$ cat src/rocs_pkg.sv
package rocs_pkg;
    // frequencies are in 0.01 Hz steps; 400.00 Hz needs 16 bits
    localparam int FREQ_W = 16;
    localparam logic [15:0] FREQ_SET_MAX = 16'h9c40;
    localparam logic [15:0] DET_LEVEL_DFLT = 16'h0bb8;
    localparam logic [15:0] DET_BW_DFLT = 16'h03e8;
    localparam int SEL_W = 5;
    localparam logic [4:0] SEL_MODE1 = 5'h00;
    localparam logic [4:0] SEL_MODE2 = 5'h01;
    localparam logic [4:0] SEL_MODE3 = 5'h02;
    localparam logic [4:0] SEL_MODE4 = 5'h03;
    localparam logic [4:0] SEL_MODE5 = 5'h04;
    localparam logic [4:0] SEL_OV = 5'h08;
    localparam logic [4:0] SEL_UV = 5'h09;
    localparam logic [4:0] SEL_OH = 5'h0a;
    localparam logic [4:0] SEL_LOSS = 5'h0b;
    localparam logic [4:0] SEL_RUN = 5'h0c;
    localparam logic [4:0] SEL_STOP = 5'h0d;
    localparam logic [4:0] SEL_CONST = 5'h0e;
    localparam logic [4:0] SEL_WAIT = 5'h10;
    localparam logic [4:0] SEL_FAULT = 5'h11;
    localparam logic [4:0] SEL_FAN = 5'h12;
    localparam logic [4:0] RELAY_ONE_SEL_DFLT = 5'h0c;
    localparam logic [4:0] RELAY_TWO_SEL_DFLT = 5'h11;
    localparam int DET_ONE = 0;
    localparam int DET_TWO = 1;
    localparam int DET_THREE = 2;
    localparam int DET_FOUR = 3;
    localparam int DET_FIVE = 4;
    localparam int FMASK_UV = 0;
    localparam int FMASK_TRIP = 1;
    localparam int FMASK_RESTART = 2;
    localparam logic [2:0] FMASK_DFLT = 3'h2;
    localparam int KMASK_ONE = 0;
    localparam int KMASK_TWO = 1;
    localparam logic [1:0] KMASK_DFLT = 2'h0;
    localparam logic FAN_KEEP_RUN = 1'b0;
    localparam int CLK_HZ = 40_000_000;
    localparam int KEYPAD_ERR_PERSIST_MS = 100;
    localparam int KEYPAD_ERR_PERSIST_CYC =
        (CLK_HZ / 1000) * KEYPAD_ERR_PERSIST_MS;
endpackage : rocs_pkg

$ cat src/rocs_fdt_if.sv
`timescale 1ns/1ps
interface rocs_fdt_if;
    import rocs_pkg::*;
    logic [FREQ_W-1:0] cmd_freq;
    logic [FREQ_W-1:0] run_freq;
    logic [FREQ_W-1:0] level;
    logic [FREQ_W-1:0] bw;
    logic accel;
    logic decel;
    logic [4:0] mode;
    modport det (
        input cmd_freq, run_freq, level, bw, accel, decel,
        output mode
    );
    modport user (
        output cmd_freq, run_freq, level, bw, accel, decel,
        input mode
    );
endinterface : rocs_fdt_if

$ cat src/rocs_freq_detect.sv
`timescale 1ns/1ps
module rocs_freq_detect (
    input wire logic i_clk,
    input wire logic i_rst_b,
    rocs_fdt_if.det bus
);
    import rocs_pkg::*;
    typedef struct packed {
        logic [4:0] mode;
    } rocs_det_s;
    rocs_det_s st;
    rocs_det_s next_st;
    logic [FREQ_W-1:0] half;
    logic signed [FREQ_W+1:0] low_edge;
    logic fwd;

    function automatic logic [FREQ_W-1:0] abs_diff(
        input logic [FREQ_W-1:0] a,
        input logic [FREQ_W-1:0] b
    );
        return (a >= b) ? a - b : b - a;
    endfunction : abs_diff

    always_comb
    begin
        half = bus.bw >> 1;
        // signed: level minus half band may go below zero
        low_edge = $signed({2'b00, bus.level}) - $signed({2'b00, half});
        if (bus.decel)
        begin
            fwd = $signed({2'b00, bus.run_freq}) > low_edge; // see RULE_05
        end
        else
        begin
            fwd = bus.run_freq >= bus.level; // see RULE_05
        end
        next_st.mode[DET_ONE] =
            abs_diff(bus.cmd_freq, bus.run_freq) <= half; // see RULE_02
        next_st.mode[DET_TWO] = (bus.cmd_freq == bus.level)
            && next_st.mode[DET_ONE]; // see RULE_03
        next_st.mode[DET_THREE] =
            abs_diff(bus.level, bus.run_freq) <= half; // see RULE_04
        next_st.mode[DET_FOUR] = fwd;
        next_st.mode[DET_FIVE] = !fwd; // see RULE_06
        if (!i_rst_b)
        begin
            next_st = '0;
        end
    end

    always_ff @(posedge i_clk)
    begin
        st <= next_st;
    end

    assign bus.mode = st.mode;
endmodule : rocs_freq_detect

$ cat src/rocs_err_persist.sv
`timescale 1ns/1ps
module rocs_err_persist #(
    parameter int unsigned CYC = rocs_pkg::KEYPAD_ERR_PERSIST_CYC
) (
    input wire logic i_clk,
    input wire logic i_rst_b,
    input wire logic i_err,
    output logic o_err
);
    import rocs_pkg::*;
    localparam int CW = $clog2(CYC + 1);
    typedef struct packed {
        logic [CW-1:0] cnt;
        logic err;
    } rocs_pers_s;
    rocs_pers_s st;
    rocs_pers_s next_st;

    if (CYC < 1)
    begin : g_chk
        $error("persist count must be at least one");
    end

    always_comb
    begin
        next_st = st;
        // any good exchange restarts the wait
        if (!i_err)
        begin
            next_st = '0;
        end
        else if (st.cnt == CW'(CYC - 1))
        begin
            next_st.err = 1'b1; // see RULE_20
        end
        else
        begin
            next_st.cnt = st.cnt + 1'b1;
        end
        if (!i_rst_b)
        begin
            next_st = '0;
        end
    end

    always_ff @(posedge i_clk)
    begin
        st <= next_st;
    end

    assign o_err = st.err;
endmodule : rocs_err_persist

$ cat src/rocs_relay_sel.sv
`timescale 1ns/1ps
// Overview of operation
// RULE_01 - select codes 0 to 4 pick detection modes one to five per relay
// RULE_02 - mode one: command and output frequency within half the band
// RULE_03 - mode two: command equals level and mode one holds
// RULE_04 - mode three: level and running frequency within half the band
// RULE_05 - mode four: accel run >= level; decel run > level minus half band
// RULE_06 - mode five is mode four inverted, a normally closed contact
// RULE_07 - level and band set 0 to 400 Hz, not above max, defaults 30/10
// RULE_08 - code 8 energises the relay on overvoltage trip
// RULE_09 - code 9 energises the relay on undervoltage trip
// RULE_10 - code 10 energises the relay on heatsink overheat
// RULE_11 - code 11 energises on analog reference or serial command loss
// RULE_12 - code 12 energises while run command present and output active
// RULE_13 - code 13 energises while stopped with no run command
// RULE_14 - code 14 energises while running at constant speed
// RULE_15 - code 16 energises in normal state waiting for a run command
// RULE_16 - code 17 follows the fault mask; mask 2 skips undervoltage
// RULE_17 - fault mask bit0 undervoltage, bit1 other trips, bit2 restart
// RULE_18 - code 18 flags fan fault only when fan behaviour is keep running
// RULE_19 - keypad error mask: bit0 to relay one, bit1 to relay two
// RULE_20 - keypad link error is reported only after it persists
// RULE_21 - relays are registered, updated each cycle, cleared by reset
// RULE_22 - keypad error and selected condition are ored per relay
module rocs_relay_sel #(
    parameter int unsigned PERSIST_CYC = rocs_pkg::KEYPAD_ERR_PERSIST_CYC
) (
    input wire logic i_clk,
    input wire logic i_rst_b,
    input wire logic [rocs_pkg::FREQ_W-1:0] i_cmd_freq,
    input wire logic [rocs_pkg::FREQ_W-1:0] i_run_freq,
    input wire logic [rocs_pkg::FREQ_W-1:0] i_detect_freq_level,
    input wire logic [rocs_pkg::FREQ_W-1:0] i_detect_freq_bandwidth,
    input wire logic i_accel,
    input wire logic i_decel,
    input wire logic [rocs_pkg::SEL_W-1:0] i_relay_one_select,
    input wire logic [rocs_pkg::SEL_W-1:0] i_relay_two_select,
    input wire logic [2:0] i_fault_relay_mask,
    input wire logic [1:0] i_keypad_error_output_mask,
    input wire logic i_fan_trip_behaviour,
    input wire logic i_ov_trip,
    input wire logic i_uv_trip,
    input wire logic i_other_trip,
    input wire logic i_heatsink_overheat_event,
    input wire logic i_analog_ref_lost,
    input wire logic i_comm_cmd_lost,
    input wire logic i_run_cmd,
    input wire logic i_output_active,
    input wire logic i_drive_stopped,
    input wire logic i_drive_ready,
    input wire logic i_restart_pending,
    input wire logic i_fan_fault,
    input wire logic i_keypad_link_error,
    output logic o_relay_one,
    output logic o_relay_two,
    output logic o_keypad_error,
    output logic [4:0] o_freq_detect
);
    import rocs_pkg::*;

    typedef struct packed {
        logic relay_one;
        logic relay_two;
        logic kp_err;
        logic [4:0] fdt;
    } rocs_main_s;

    rocs_main_s st;
    rocs_main_s next_st;
    logic [31:0] cond;
    logic kp_err;
    logic kp1;
    logic kp2;
    logic nonuv;
    logic any_trip;

    if (PERSIST_CYC < 1)
    begin : g_chk
        $error("persist count must be at least one");
    end

    rocs_fdt_if fdt ();

    assign fdt.cmd_freq = i_cmd_freq;
    assign fdt.run_freq = i_run_freq;
    assign fdt.level = i_detect_freq_level;
    assign fdt.bw = i_detect_freq_bandwidth;
    assign fdt.accel = i_accel;
    assign fdt.decel = i_decel;

    rocs_freq_detect u_det (
        .i_clk(i_clk),
        .i_rst_b(i_rst_b),
        .bus(fdt.det)
    );

    rocs_err_persist #(
        .CYC(PERSIST_CYC)
    ) u_pers (
        .i_clk(i_clk),
        .i_rst_b(i_rst_b),
        .i_err(i_keypad_link_error),
        .o_err(kp_err)
    );

    // same decode serves both relays
    function automatic logic relay_cond(
        input logic [SEL_W-1:0] sel,
        input logic [31:0] v
    );
        return v[sel];
    endfunction : relay_cond

    assign kp1 = kp_err && i_keypad_error_output_mask[KMASK_ONE];
    assign kp2 = kp_err && i_keypad_error_output_mask[KMASK_TWO];
    assign nonuv = i_ov_trip || i_other_trip;
    assign any_trip = nonuv || i_uv_trip;

    always_comb
    begin
        // codes handled elsewhere in the drive read as off
        cond = '0;
        cond[SEL_MODE1] = fdt.mode[DET_ONE]; // see RULE_01
        cond[SEL_MODE2] = fdt.mode[DET_TWO]; // see RULE_01
        cond[SEL_MODE3] = fdt.mode[DET_THREE]; // see RULE_01
        cond[SEL_MODE4] = fdt.mode[DET_FOUR]; // see RULE_01
        cond[SEL_MODE5] = fdt.mode[DET_FIVE]; // see RULE_06
        cond[SEL_OV] = i_ov_trip; // see RULE_08
        cond[SEL_UV] = i_uv_trip; // see RULE_09
        cond[SEL_OH] = i_heatsink_overheat_event; // see RULE_10
        cond[SEL_LOSS] = i_analog_ref_lost || i_comm_cmd_lost; // see RULE_11
        cond[SEL_RUN] = i_run_cmd && i_output_active; // see RULE_12
        cond[SEL_STOP] = i_drive_stopped && !i_run_cmd; // see RULE_13
        cond[SEL_CONST] = i_output_active
            && !i_accel && !i_decel; // see RULE_14
        cond[SEL_WAIT] = i_drive_ready && !i_run_cmd
            && !any_trip; // see RULE_15
        cond[SEL_FAULT] = (i_fault_relay_mask[FMASK_UV] && i_uv_trip)
            || (i_fault_relay_mask[FMASK_TRIP] && nonuv)
            || (i_fault_relay_mask[FMASK_RESTART]
            && i_restart_pending); // see RULE_16 RULE_17
        cond[SEL_FAN] = i_fan_fault
            && (i_fan_trip_behaviour == FAN_KEEP_RUN); // see RULE_18
    end

    always_comb
    begin
        next_st.relay_one =
            relay_cond(i_relay_one_select, cond) || kp1; // see RULE_22
        next_st.relay_two =
            relay_cond(i_relay_two_select, cond) || kp2; // see RULE_19
        next_st.kp_err = kp_err;
        next_st.fdt = fdt.mode;
        if (!i_rst_b)
        begin
            next_st = '0; // see RULE_21
        end
    end

    // one register stage keeps relay drive glitch free
    always_ff @(posedge i_clk)
    begin
        st <= next_st; // see RULE_21
    end

    assign o_relay_one = st.relay_one;
    assign o_relay_two = st.relay_two;
    assign o_keypad_error = st.kp_err;
    assign o_freq_detect = st.fdt;
endmodule : rocs_relay_sel

$ cat config.mk
export PLATFORM = sky130hd
export DESIGN_NAME = rocs_relay_sel
export DESIGN_NICKNAME = d
export VERILOG_FILES = /design/src/rocs_pkg.sv /design/src/rocs_fdt_if.sv /design/src/rocs_freq_detect.sv /design/src/rocs_err_persist.sv /design/src/rocs_relay_sel.sv
export SDC_FILE = /design/constraint.sdc
export NUM_CORES = 1
export LEC_CHECK = 0
export ABC_AREA = 1
export BUFFER_PORTS_ARGS = -buffer_cell sky130_fd_sc_hd__buf_4
export CAP_MARGIN = 20
export CORE_MARGIN = 3
export CORE_UTILIZATION = 45
export CTS_BUF_LIST = sky130_fd_sc_hd__clkbuf_4 sky130_fd_sc_hd__clkbuf_8
export DETAILED_ROUTE_END_ITERATION = 8
export PLACE_DENSITY = 0.66
export SYNTH_ARGS = -nofsm -noshare
export SYNTH_HDL_FRONTEND = slang
export SYNTH_SLANG_ARGS = --single-unit
$ cat constraint.sdc
create_clock -name i_clk -period 5.9 [get_ports i_clk]
set_input_delay 1.18 -clock i_clk [delete_from_list [all_inputs] [get_ports i_clk]]
set_output_delay 1.18 -clock i_clk [all_outputs]
set_load 0.03 [all_outputs]
* Word-level counts from Yosys, hierarchy flattened
Index checks and enable logic that the tools add are counted.
Operators by class: add/sub/neg operators 6, multiply operators 0, div/mod/pow operators 0, order comparisons 8, equality and inequality tests 2, shifts and indexed selects 0, muxes and demuxes 7, bitwise gates (word level) 1, reductions and logical operators 26
Operators by type and width (number):
- subtractor 16 bit | 4
- >= comparator 16 bit | 3
- less-or-equal comparator 16 x 15 -> 1 bit | 2
- two-way mux 16 bit | 2
- adder 22 x 1 -> 22 bit (second input constant) | 1
- equality test 22 bit (second input constant) | 1
- > comparator 17 x 18 -> 1 bit | 1
- subtractor 16 x 15 -> 17 bit | 1
- equality test 16 bit | 1
- logical AND 1 bit | 13
- < comparator 5 x 6 -> 1 bit (second input constant) | 2
- binary-select mux 1 bit (select 5 bit) | 2
- logical OR 1 bit | 7
- logical NOT 1 bit | 5
- two-way mux 1 bit | 3
- AND reduction 2 bit | 1
- NOT 1 bit | 1
Word-level totals: register bits after elaboration 36, bits in latches 0, bits in writable memories 0, memory bits (read-only) 0, bits of input ports 97, output and inout port bits 8, memories kept 0

* Logic depth before layout (Yosys ltp)
Gate-level depths: netlist of run 1.
word-level depth 7, depth in mapped cells 30, depth with buffers taken out 30

* Modules after synthesis
From an unflattened synthesis of run 1, not the netlist that was laid out.
Second synthesis, totals: cell total of the unflattened synthesis 1293, area total of the unflattened synthesis 7742.4 µm²
Modules (own cells, without submodules):
- rocs_freq_detect | instances 1, cells an instance 967, area each 5704.2 µm², seq. area each 100.1 µm²
- rocs_err_persist | instances 1, cells an instance 197, area each 1346.3 µm², seq. area each 460.4 µm²
- rocs_relay_sel | instances 1, cells an instance 129, area each 691.9 µm², seq. area each 160.2 µm²

* Worst setup path after synthesis of run 1
Ideal clock, no wire load.
path type input -> register, from in i_detect_freq_level[0] in the netlist's numbering, to reg u_det.st, in the netlist u_det.bus.mode[2], library setup time 0.064 ns, arrival time 3.856 ns, data required time 5.836 ns, setup slack 1.980 ns, stages on the path 21, path buffers 1, cells stage by stage inv_1 -> ha_1 -> inv_1 -> fa_1 -> nand2_1 -> nand2_1 -> nand2_1 -> o211ai_2 -> nand2_2 -> nand3_4 -> buf_6 -> nand2_1 -> nand2_1 -> xnor2_1 -> inv_1 -> ha_1 -> nand2_1 -> or4_1 -> nor3_1 -> nor2_1 -> nor2_1
On the way: word-level cells in the longest chain between the ends 3, elaborated cells on any way between the ends 5, classes of those cells 2 x add/sub; 2 x order compare; 1 x mux
RTL lines:
- start, declared | RTL line rocs_relay_sel.sv:32 | input wire logic [rocs_pkg::FREQ_W-1:0] i_detect_freq_level,
- subtractor 16 bit or >= comparator 16 bit (tied branches) | RTL line rocs_freq_detect.sv:21 | return (a >= b) ? a - b : b - a;
- two-way mux 16 bit (*) | RTL line rocs_freq_detect.sv:21
- less-or-equal comparator 16 x 15 -> 1 bit (implied by the code) (*) | RTL line rocs_freq_detect.sv:42 | abs_diff(bus.level, bus.run_freq) <= half;
- end signal, assigned | RTL line rocs_freq_detect.sv:53 | st <= next_st;
- end, declared | RTL line rocs_freq_detect.sv:11 | rocs_det_s st;
Every way passes the cells marked *; elsewhere a longest branch is shown, timed or not. A chain may end at the register's enable or synchronous reset.

* Worst setup path after layout of run 1
from in i_cmd_freq[0] in the netlist's numbering, to reg u_det.st, in the netlist u_det.bus.mode[1]
On the way: word-level cells in the longest chain between the ends 4, elaborated cells on any way between the ends 7, classes of those cells 2 x add/sub; 2 x order compare; 1 x eq/ne; 1 x mux; 1 x reduce/logical
RTL lines:
- start, declared | RTL line rocs_relay_sel.sv:30 | input wire logic [rocs_pkg::FREQ_W-1:0] i_cmd_freq,
- subtractor 16 bit or >= comparator 16 bit (tied branches) | RTL line rocs_freq_detect.sv:21
- two-way mux 16 bit | RTL line rocs_freq_detect.sv:21
- less-or-equal comparator 16 x 15 -> 1 bit (implied by the code) | RTL line rocs_freq_detect.sv:38 | abs_diff(bus.cmd_freq, bus.run_freq) <= half;
- logical AND 1 bit (*) | RTL line rocs_freq_detect.sv:40 | && next_st.mode[DET_ONE];
Marks and branches as above.

==> results of run 1 <==
-- how the worst max path moves through the flow --
| stage | end | from | slack (ns) | cells after the start |
|---|---|---|---|---|
| finish | u_det.bus.mode[1] | i_cmd_freq[0] | 1.29 | 31 |
| global route | u_det.bus.mode[2] | i_run_freq[11] | 0.94 | 24 |
| CTS | u_det.bus.mode[1] | i_cmd_freq[0] | 1.33 | 31 |
| detailed placement | u_det.bus.mode[1] | i_cmd_freq[0] | 1.04 | 31 |
| global placement | u_det.bus.mode[1] | i_cmd_freq[0] | 1.09 | 31 |
| floorplan | u_det.bus.mode[2] | i_detect_freq_level[0] | 1.98 | 21 |
-- logic make-up after synthesis --
logic type,share of synthesized area
simple gates,0.318
compound gates,0.177
xor+xnor,0.0677
buf+inv,0.121
fa+ha+maj,0.222
flops,0.0960
-- routing by layer --
layer	vias to the layer above	GRT usage	share of wire
met4	0	0.0325	0.011
met2	278	0.368	0.41
met5	-	0	0
met1	3642	0.389	0.51
met3	16	0.0338	0.073
li1	4210	-	-
-- final cells by class --
type                            count  area (um2)
Clock inverter                      1        7.51
Sequential cell                    36         721
Clock buffer                        7        90.1
Timing Repair Buffer              104         781
Tap cell                          216         270
Inverter                          223         840
Fill cell                        1714        7520
Multi-Input combinational cell    962        5880
-- power groups by stage --
stage	Combinational, W	Sequential [W]	Clock, W
2_1_floorplan	0.000586	0.000266	0
3_3_place_gp	0.000827	0.000261	0
3_5_place_dp	0.000836	0.000261	0
4_1_cts	0.000841	0.000256	0.000192
5_1_grt	0.000968	0.000256	0.000202
6_report	0.000856	0.000255	0.000186
-- flip-flops by register name, indices dropped and copies added (netlist names) --
| register | cells |
|---|---|
| u_pers.st | 22 |
| o_freq_detect | 5 |
| u_det.bus.mode | 5 |
| o_keypad_error | 1 |
| o_relay_one | 1 |
| o_relay_two | 1 |
| u_pers.o_err | 1 |
-- layout by cell type, fill, tap and decap left out, drive strengths merged, types with 12 or more instances in the layout --
cell / n
nand2: 314
a21o: 12
ha: 125
o21ai: 63
nand3: 67
a21oi: 110
nor3: 27
dfxtp: 36
inv: 223
buf: 104
xor2: 39
nand4: 19
o211ai: 15
xnor2: 19
nor2: 101
-- through the flow --
step / util / power [W] / instances / cell area (um2)
after CTS: 0.533 / 0.00129 / 1549 / 8590
after global routing: 0.533 / 0.00143 / 1549 / 8590
final: 0.533 / 0.00130 / 1549 / 8590
after global placement: 0.527 / 0.00109 / 1541 / 8490
after detailed placement: 0.527 / 0.00110 / 1541 / 8490
after floorplan: - / 0.000852 / 1229 / 7510
-- worst max-delay path, delay by kind of cell --
kind / cells / cell delay [ns]
AND/OR/NAND/NOR: 20 / 1.62
XOR/XNOR: 1 / 0.13
adder cells (fa/ha/maj): 3 / 0.86
AO/OA/AOI/OAI: 1 / 0.45
buffers and inverters: 6 / 0.56
==> impl_metrics.toml, run 1 <==
[status]
outcome = "complete, no violations"

[cts]
numCtsBuffers = 5
post_cts.repair.setup_buffers = 0
htreeDepth = 2
cts_resized = 0
clock_path_buffers = 2
root_buffer = "clkbuf_8"
numClockSinks = 36
worstSkewPairLatency_ns = 0.28
clk_pin_slew_ns = 0.07
tritoncts = "yes"
hold_buffers = 0

[detailed_routing]
dr.pass1.iters = 5
vias = 8146
detail_route.wl_per_cell_um = 15.0
drt_iter0_markers = 646
vias_per_cell = 5.26
drc_errors = 0
ant_nets = 0
drt_wl_total_um = 23300

[global_routing]
antenna_found_initial = 0
grt_pass1_wl_um = 36700
grt_use_total = 0.248
gr-total-overflow = 0
grt_max_degree = 19
first_global_vias = 7132

[cells_and_area]
n_antenna_cell = 0
nNetsFinal = 1559
drive_above_1_share = 0.113
syn2layout_area_growth_pct = 14.4

[worst_hold_path]
hold_path_class = "register to register"
holdPathEnd = "o_freq_detect[2]"
hold_start = "u_det.bus.mode[2]"
whs_path_depth = 2

[synthesis]
ys_types = 52
synth_nets = 1456
synth_top_area_frac = 0.208
async_flop_share = 0
synthTopCellsByCount = "nand2_1 (304), inv_1 (219), ha_1 (125)"
avgSynthCellArea_um2 = 6.11
yosys-top-cells-area = "ha_1 (21%), nand2_1 (15%), inv_1 (11%)"
ys_ff_latch = 36
netlist_area_um2 = 7510
synth-seq-area-share = 0.0960
synth_most_common_cell = "nand2_1"
synth_flop_cell = "dfxtp_1"
synth_top_area_cell = "ha_1"
syn_inst = 1229
synth_edf_count = 0
yosys_warnings = 0

[sta]
fin_ws_ns = 1.29
whs_ns = 0.430
rsz0062_at_grt = "no"
slew_headroom = 0.558
setup_viol = 0
tightest_slew_ns = 0.646
finClkSkew_ns = 0.00603
period_share = 0.781
post-route-min-period_ns = 4.61
hold_viol_final = 0
clock.fmax_ghz = 0.217
final_max_slew_viol_count = 0
tns_ns = 0

[worst_setup_path]
cp.arrival_ns = 4.83
criticalPathCategory = "input pin to register"
cp-end-kind = "register"
crit_required_ns = 6.12
reg2reg_to = "u_pers.st[17]"
max_stage_delay_ns = 0.45
rr_startpoint = "u_pers.st[1]"
cp_common_cell = "nand2_1"
ff2ff_setup_slack_ns = 3.88
start_kind = "input pin"
crit_path_max_fanout = 17
r2r_cells = 10
crit_path_top_delay_cell = "a21oi_4"

[die]
start_util = 0.466
fp.dieArea_um2 = 18300
std_cell_rows = 46
core_um2 = 16100
io_pins = 105
die_w_um = 135
die_y_um = 135

[power]
seqPwrFrac = 0.197
p_int_w = 0.000672
p_sw_w = 0.000625
swShare = 0.482
leakage_nw = 4.66
ir_worst_vdd_v = 0.0000733
clock_power_share = 0.143
powerDensity_nw_per_um2 = 151
combPwrFrac = 0.660

[run]
maxCapViolCount = 0

[place]
preCtsSetupSlack_ns = 1.04
place_congestion = 0.978
hpwlAfterDp_um = 20000
portBuffers = 103
(Power assumes the default switching activity.)
==> run 2: changes to the inputs <==
--- a/config.mk
+++ b/config.mk
@@ -12,7 +12,7 @@
 export CORE_UTILIZATION = 45
 export CTS_BUF_LIST = sky130_fd_sc_hd__clkbuf_4 sky130_fd_sc_hd__clkbuf_8
 export DETAILED_ROUTE_END_ITERATION = 8
-export PLACE_DENSITY = 0.66
+export PLACE_DENSITY = 0.69
 export SYNTH_ARGS = -nofsm -noshare
 export SYNTH_HDL_FRONTEND = slang
 export SYNTH_SLANG_ARGS = --single-unit
==> constraint.sdc (replaced) <==
create_clock -name i_clk -period 3.9 [get_ports i_clk]
set_input_delay 0.78 -clock i_clk [delete_from_list [all_inputs] [get_ports i_clk]]
set_output_delay 0.78 -clock i_clk [all_outputs]
set_load 0.03 [all_outputs]
==> run 2 against run 1 <==
Compared with the run above: critical path depth decreased by 8; register-to-register slack lost 2.0 ns; non-clock buffer count up 127; largest power group unchanged; highest routed layer unchanged.
==> impl_metrics.toml, run 2 (synthesis gave the netlist of run 1 again) <==
[sta]
fin_ws_ns = 0.191
post-route-min-period_ns = 3.71
slew_headroom = 0.633
finClkSkew_ns = 0.00515
clock.fmax_ghz = 0.270
hold_viol_final = 0
whs_ns = 0.429
tightest_slew_ns = 0.537
setup_viol = 0
final_max_slew_viol_count = 0
rsz0062_at_grt = "yes"
period_share = 0.951

[cells_and_area]
final_cell_mix = "nand2_1 (292), buf_4 (227), inv_1 (217)"
drive_above_1_share = 0.212
seq_area_um2 = 721
multi_input_area_um2 = 6050
syn2layout_area_growth_pct = 30.2
final_common_cell = "nand2_1"
n_antenna_cell = 0
largest_reg_flops = 22
nNetsFinal = 1686
top_register = "u_pers.st"
fillers = 1604

[cts]
numClockSinks = 36
clock_path_buffers = 2
numCtsBuffers = 5
hold_buffers = 0
root_buffer = "clkbuf_8"
worstSkewPairLatency_ns = 0.29
htreeDepth = 2
tritoncts = "yes"
clk_pin_slew_ns = 0.07

[status]
outcome = "complete, no violations"

[die]
die_y_um = 135
core_um2 = 16100
start_util = 0.466
die_w_um = 135
std_cell_rows = 46
fp.dieArea_um2 = 18300
io_pins = 105

[worst_setup_path]
crit_path_max_fanout = 5
cp.arrival_ns = 3.93
crit_required_ns = 4.12
cp-end-kind = "register"
criticalPathCategory = "input pin to register"
start_kind = "input pin"

[global_routing]
first_global_vias = 7742
gr-total-overflow = 0
grt_pass1_wl_um = 38500
grt_max_degree = 16
grt_use_total = 0.258
antenna_found_initial = 0

[power]
ir_worst_vdd_v = 0.000131
leakage_nw = 5.32
powerDensity_nw_per_um2 = 233

[detailed_routing]
detail_route.wl_per_cell_um = 14.7
vias_per_cell = 5.19
drt_iter0_markers = 892
drc_errors = 0
ant_nets = 0
vias = 8702
dr.pass1.iters = 5
drt_wl_total_um = 24600

[place]
hpwlAfterDp_um = 21000
place_congestion = 0.971
portBuffers = 103
preCtsSetupSlack_ns = -0.155

[run]
maxCapViolCount = 0

[worst_hold_path]
hold_path_class = "register to register"
==> run 2: path summary, 6_finish.rpt <==
check / start / endpoint / slack [ns] / depth (start not counted)
setup / recovery: i_cmd_freq[0] / u_det.bus.mode[1] / 0.19 / 23
hold / removal: u_det.bus.mode[2] / o_freq_detect[2] / 0.43 / 2
setup reg to reg: u_pers.st[1] / u_pers.st[17] / 1.87 / 10
hold reg to reg: u_det.bus.mode[2] / o_freq_detect[2] / 0.43 / 2
==> run 2: layer usage <==
| metal | vias up | wire length [um] | track usage |
|---|---|---|---|
| met4 | 0 | 330 | 0.0286 |
| met2 | 349 | 10200 | 0.392 |
| li1 | 4465 | - | - |
| met3 | 23 | 1890 | 0.0305 |
| met5 | - | 0 | 0 |
| met1 | 3865 | 12200 | 0.403 |
==> run 2: through the flow <==
step                std cells  instance area [um2]  power [W]   util  TNS (ns)
floorplan                1229                 7510    0.00129      -         0
global placement         1658                 9380    0.00182  0.582    -0.383
detailed placement       1658                 9380    0.00183  0.582    -0.556
CTS                      1666                 9500    0.00217  0.589         0
global route             1676                 9770    0.00248  0.606    -0.143
finish                   1676                 9770    0.00228  0.606         0
==> run 2: layout make-up <==
type | count | area share
multi-input cells | 962 | 0.619
repair buffers | 231 | 0.182
inverters | 223 | 0.0859
flip-flops and latches | 36 | 0.0737
well taps | 216 | 0.0277
clock buffers | 5 | 0.00704
clock inverters | 3 | 0.00435
==> run 2: timing repair <==
| action | CTS | global route |
|---|---|---|
| setup endpoints to repair | 0 | 5 |
| resized for setup | 0 | 44 |
| buffers inserted | 0 | 9 |
==> run 2: power breakdown <==
group	total (W)	internal [W]	switching [W]
clock	0.000327	0.000189	0.000138
sequential	0.000386	0.000379	0.00000655
combinational	0.00157	0.000678	0.000889
==> run 2: critical path: stages <==
cell       delay (ns)
buf_4            0.12
inv_1            0.05
ha_2             0.20
inv_2            0.05
fa_2             0.38
nand2_2          0.10
nand2_4          0.06
nand2_4          0.09
nand3_4          0.09
a21oi_4          0.23
buf_12           0.13
clkbuf_16        0.13
nand2_1          0.05
nand2_1          0.15
xor2_1           0.17
inv_1            0.06
ha_1             0.29
nand2_1          0.12
nor3_2           0.23
nand3_1          0.14
nand2_2          0.13
nand3_2          0.07
nor2_1           0.09
==> run 3: changes to the inputs <==
--- a/config.mk
+++ b/config.mk
@@ -6,7 +6,7 @@
 export NUM_CORES = 1
 export LEC_CHECK = 0
 export ABC_AREA = 1
-export BUFFER_PORTS_ARGS = -buffer_cell sky130_fd_sc_hd__buf_4
+export BUFFER_PORTS_ARGS = -buffer_cell sky130_fd_sc_hd__buf_2
 export CAP_MARGIN = 20
 export CORE_MARGIN = 3
 export CORE_UTILIZATION = 45
==> run 3 against run 2 <==
Compared with the run above: non-clock buffer count grew 23; critical endpoint unchanged; fmax is essentially flat; via count grew 0.86%; largest cell class unchanged.
==> impl_metrics.toml, run 3 (synthesis gave the netlist of run 1 again) <==
[worst_setup_path]
path_cells = "buf_2 > inv_1 > ha_2 > inv_2 > fa_2 > nand2_1 > nand2_2 > nand2_2 > nand3_4 > a21oi_4 > buf_12 > clkbuf_16 > nand2_1 > nand2_1 > xor2_1 > inv_1 > ha_1 > nand2_1 > nor3_1 > nand3_1 > nand2_2 > nand3_2 > nor2_1"
crit_path_top_delay_cell = "fa_2"
rr_startpoint = "u_pers.st[2]"
start_kind = "input pin"
cp-end-kind = "register"
criticalPathCategory = "input pin to register"
crit_path_max_fanout = 5
cp_top_family = "simple AND/OR/NAND/NOR gates"
crit_required_ns = 4.13
crit_buf_inv = 6
reg2reg_to = "u_pers.st[17]"
r2r_cells = 10
cp.arrival_ns = 3.93
cp_common_cell = "nand2_1"
ff2ff_setup_slack_ns = 1.82
max_stage_delay_ns = 0.34

[sta]
clock.fmax_ghz = 0.270
final_max_slew_viol_count = 0
setup_viol = 0
tns_ns = 0
slew_headroom = 0.618
hold_viol_final = 0
whs_ns = 0.430
post-route-min-period_ns = 3.71
tightest_slew_ns = 0.568
finClkSkew_ns = 0.00657
fin_ws_ns = 0.194
period_share = 0.950

[place]
place_congestion = 0.989
portBuffers = 103
hpwlAfterDp_um = 21500
placedInstanceArea_um2 = 9310
preCtsSetupSlack_ns = -0.110

[cells_and_area]
nNetsFinal = 1709
largest_reg_flops = 22
n_antenna_cell = 0
final_area_um2 = 9650
utilization = 0.599
final_cell_mix = "nand2_1 (297), inv_1 (217), buf_4 (148)"
final_common_cell = "nand2_1"
syn2layout_area_growth_pct = 28.6
drive_above_1_share = 0.220
top_register = "u_pers.st"

[global_routing]
grt_max_degree = 16
antenna_found_initial = 0
grt_use_total = 0.263
first_global_vias = 7809
grt_pass1_wl_um = 39000
gr-total-overflow = 0

[cts]
clk_pin_slew_ns = 0.07
tritoncts = "yes"
worstSkewPairLatency_ns = 0.29
hold_buffers = 0
clock_path_buffers = 2
numCtsBuffers = 5
root_buffer = "clkbuf_8"
numClockSinks = 36
htreeDepth = 2

[detailed_routing]
vias = 8777
drc_errors = 0
drt_iter0_markers = 844
vias_per_cell = 5.17
ant_nets = 0
detail_route.wl_per_cell_um = 14.8
drt_wl_total_um = 25100
dr.pass1.iters = 5

[die]
start_util = 0.466
io_pins = 105
std_cell_rows = 46
core_um2 = 16100
die_y_um = 135
fp.dieArea_um2 = 18300
die_w_um = 135

[worst_hold_path]
hold_path_class = "register to register"
whs_path_depth = 2
holdPathEnd = "o_freq_detect[2]"
hold_start = "u_det.bus.mode[2]"

[run]
maxCapViolCount = 0

[status]
outcome = "complete, no violations"

[power]
powerDensity_nw_per_um2 = 232
ir_worst_vdd_v = 0.000136
leakage_nw = 5.33
-- run 3: per-layer routing --
metal	GRT usage	share of wire	vias to the layer above
li1	-	-	4510
met4	0.0213	0.0082	0
met2	0.412	0.42	323
met3	0.0215	0.075	15
met5	0	0	-
met1	0.409	0.50	3929
-- run 3: what timing repair did --
item | in CTS | in global routing
resized for setup | 0 | 42
buffers inserted | 0 | 8
hold endpoints to repair | 0 | 0
setup endpoints to repair | 0 | 5
-- run 3: area by class of cell --
cell class | instances | area, um2
Fill cell | 1594 | 6460
Multi-Input combinational cell | 962 | 6010
Timing Repair Buffer | 254 | 1690
Inverter | 223 | 846
Sequential cell | 36 | 721
Tap cell | 216 | 270
Clock buffer | 5 | 68.8
Clock inverter | 3 | 42.5
-- run 3: per-stage QoR --
stage / total power, W / cells
after floorplan: 0.00129 / 1229
after global placement: 0.00181 / 1682
after detailed placement: 0.00183 / 1682
after CTS: 0.00216 / 1690
after global routing: 0.00244 / 1699
final: 0.00224 / 1699
-- run 3: worst max-delay path by stage --
stage / startpoint / to / slack, ns / depth (start not counted)
floorplan: i_detect_freq_level[0] / u_det.bus.mode[2] / 0.38 / 21
global placement: i_cmd_freq[0] / u_det.bus.mode[1] / -0.11 / 23
detailed placement: i_detect_freq_level[0] / u_det.bus.mode[2] / -0.11 / 20
CTS: i_detect_freq_level[0] / u_det.bus.mode[2] / 0.18 / 20
global route: i_cmd_freq[5] / u_det.bus.mode[1] / -0.04 / 29
finish: i_cmd_freq[0] / u_det.bus.mode[1] / 0.19 / 23
-- run 3: where the power goes --
| group | total, W | internal (W) | leakage [nW] | switching [W] |
|---|---|---|---|---|
| clock network | 0.000327 | 0.000189 | 0.0541 | 0.000138 |
| registers | 0.000386 | 0.000379 | 0.292 | 0.00000708 |
| logic | 0.00153 | 0.000647 | 4.99 | 0.000882 |
| total | 0.00224 | 0.00122 | 5.33 | 0.00103 |
-- run 3: tightest hold or removal path, stage by stage (launching register included) --
cell and delay, ns:
dfxtp_1 0.32, nand2_1 0.05, inv_1 0.03
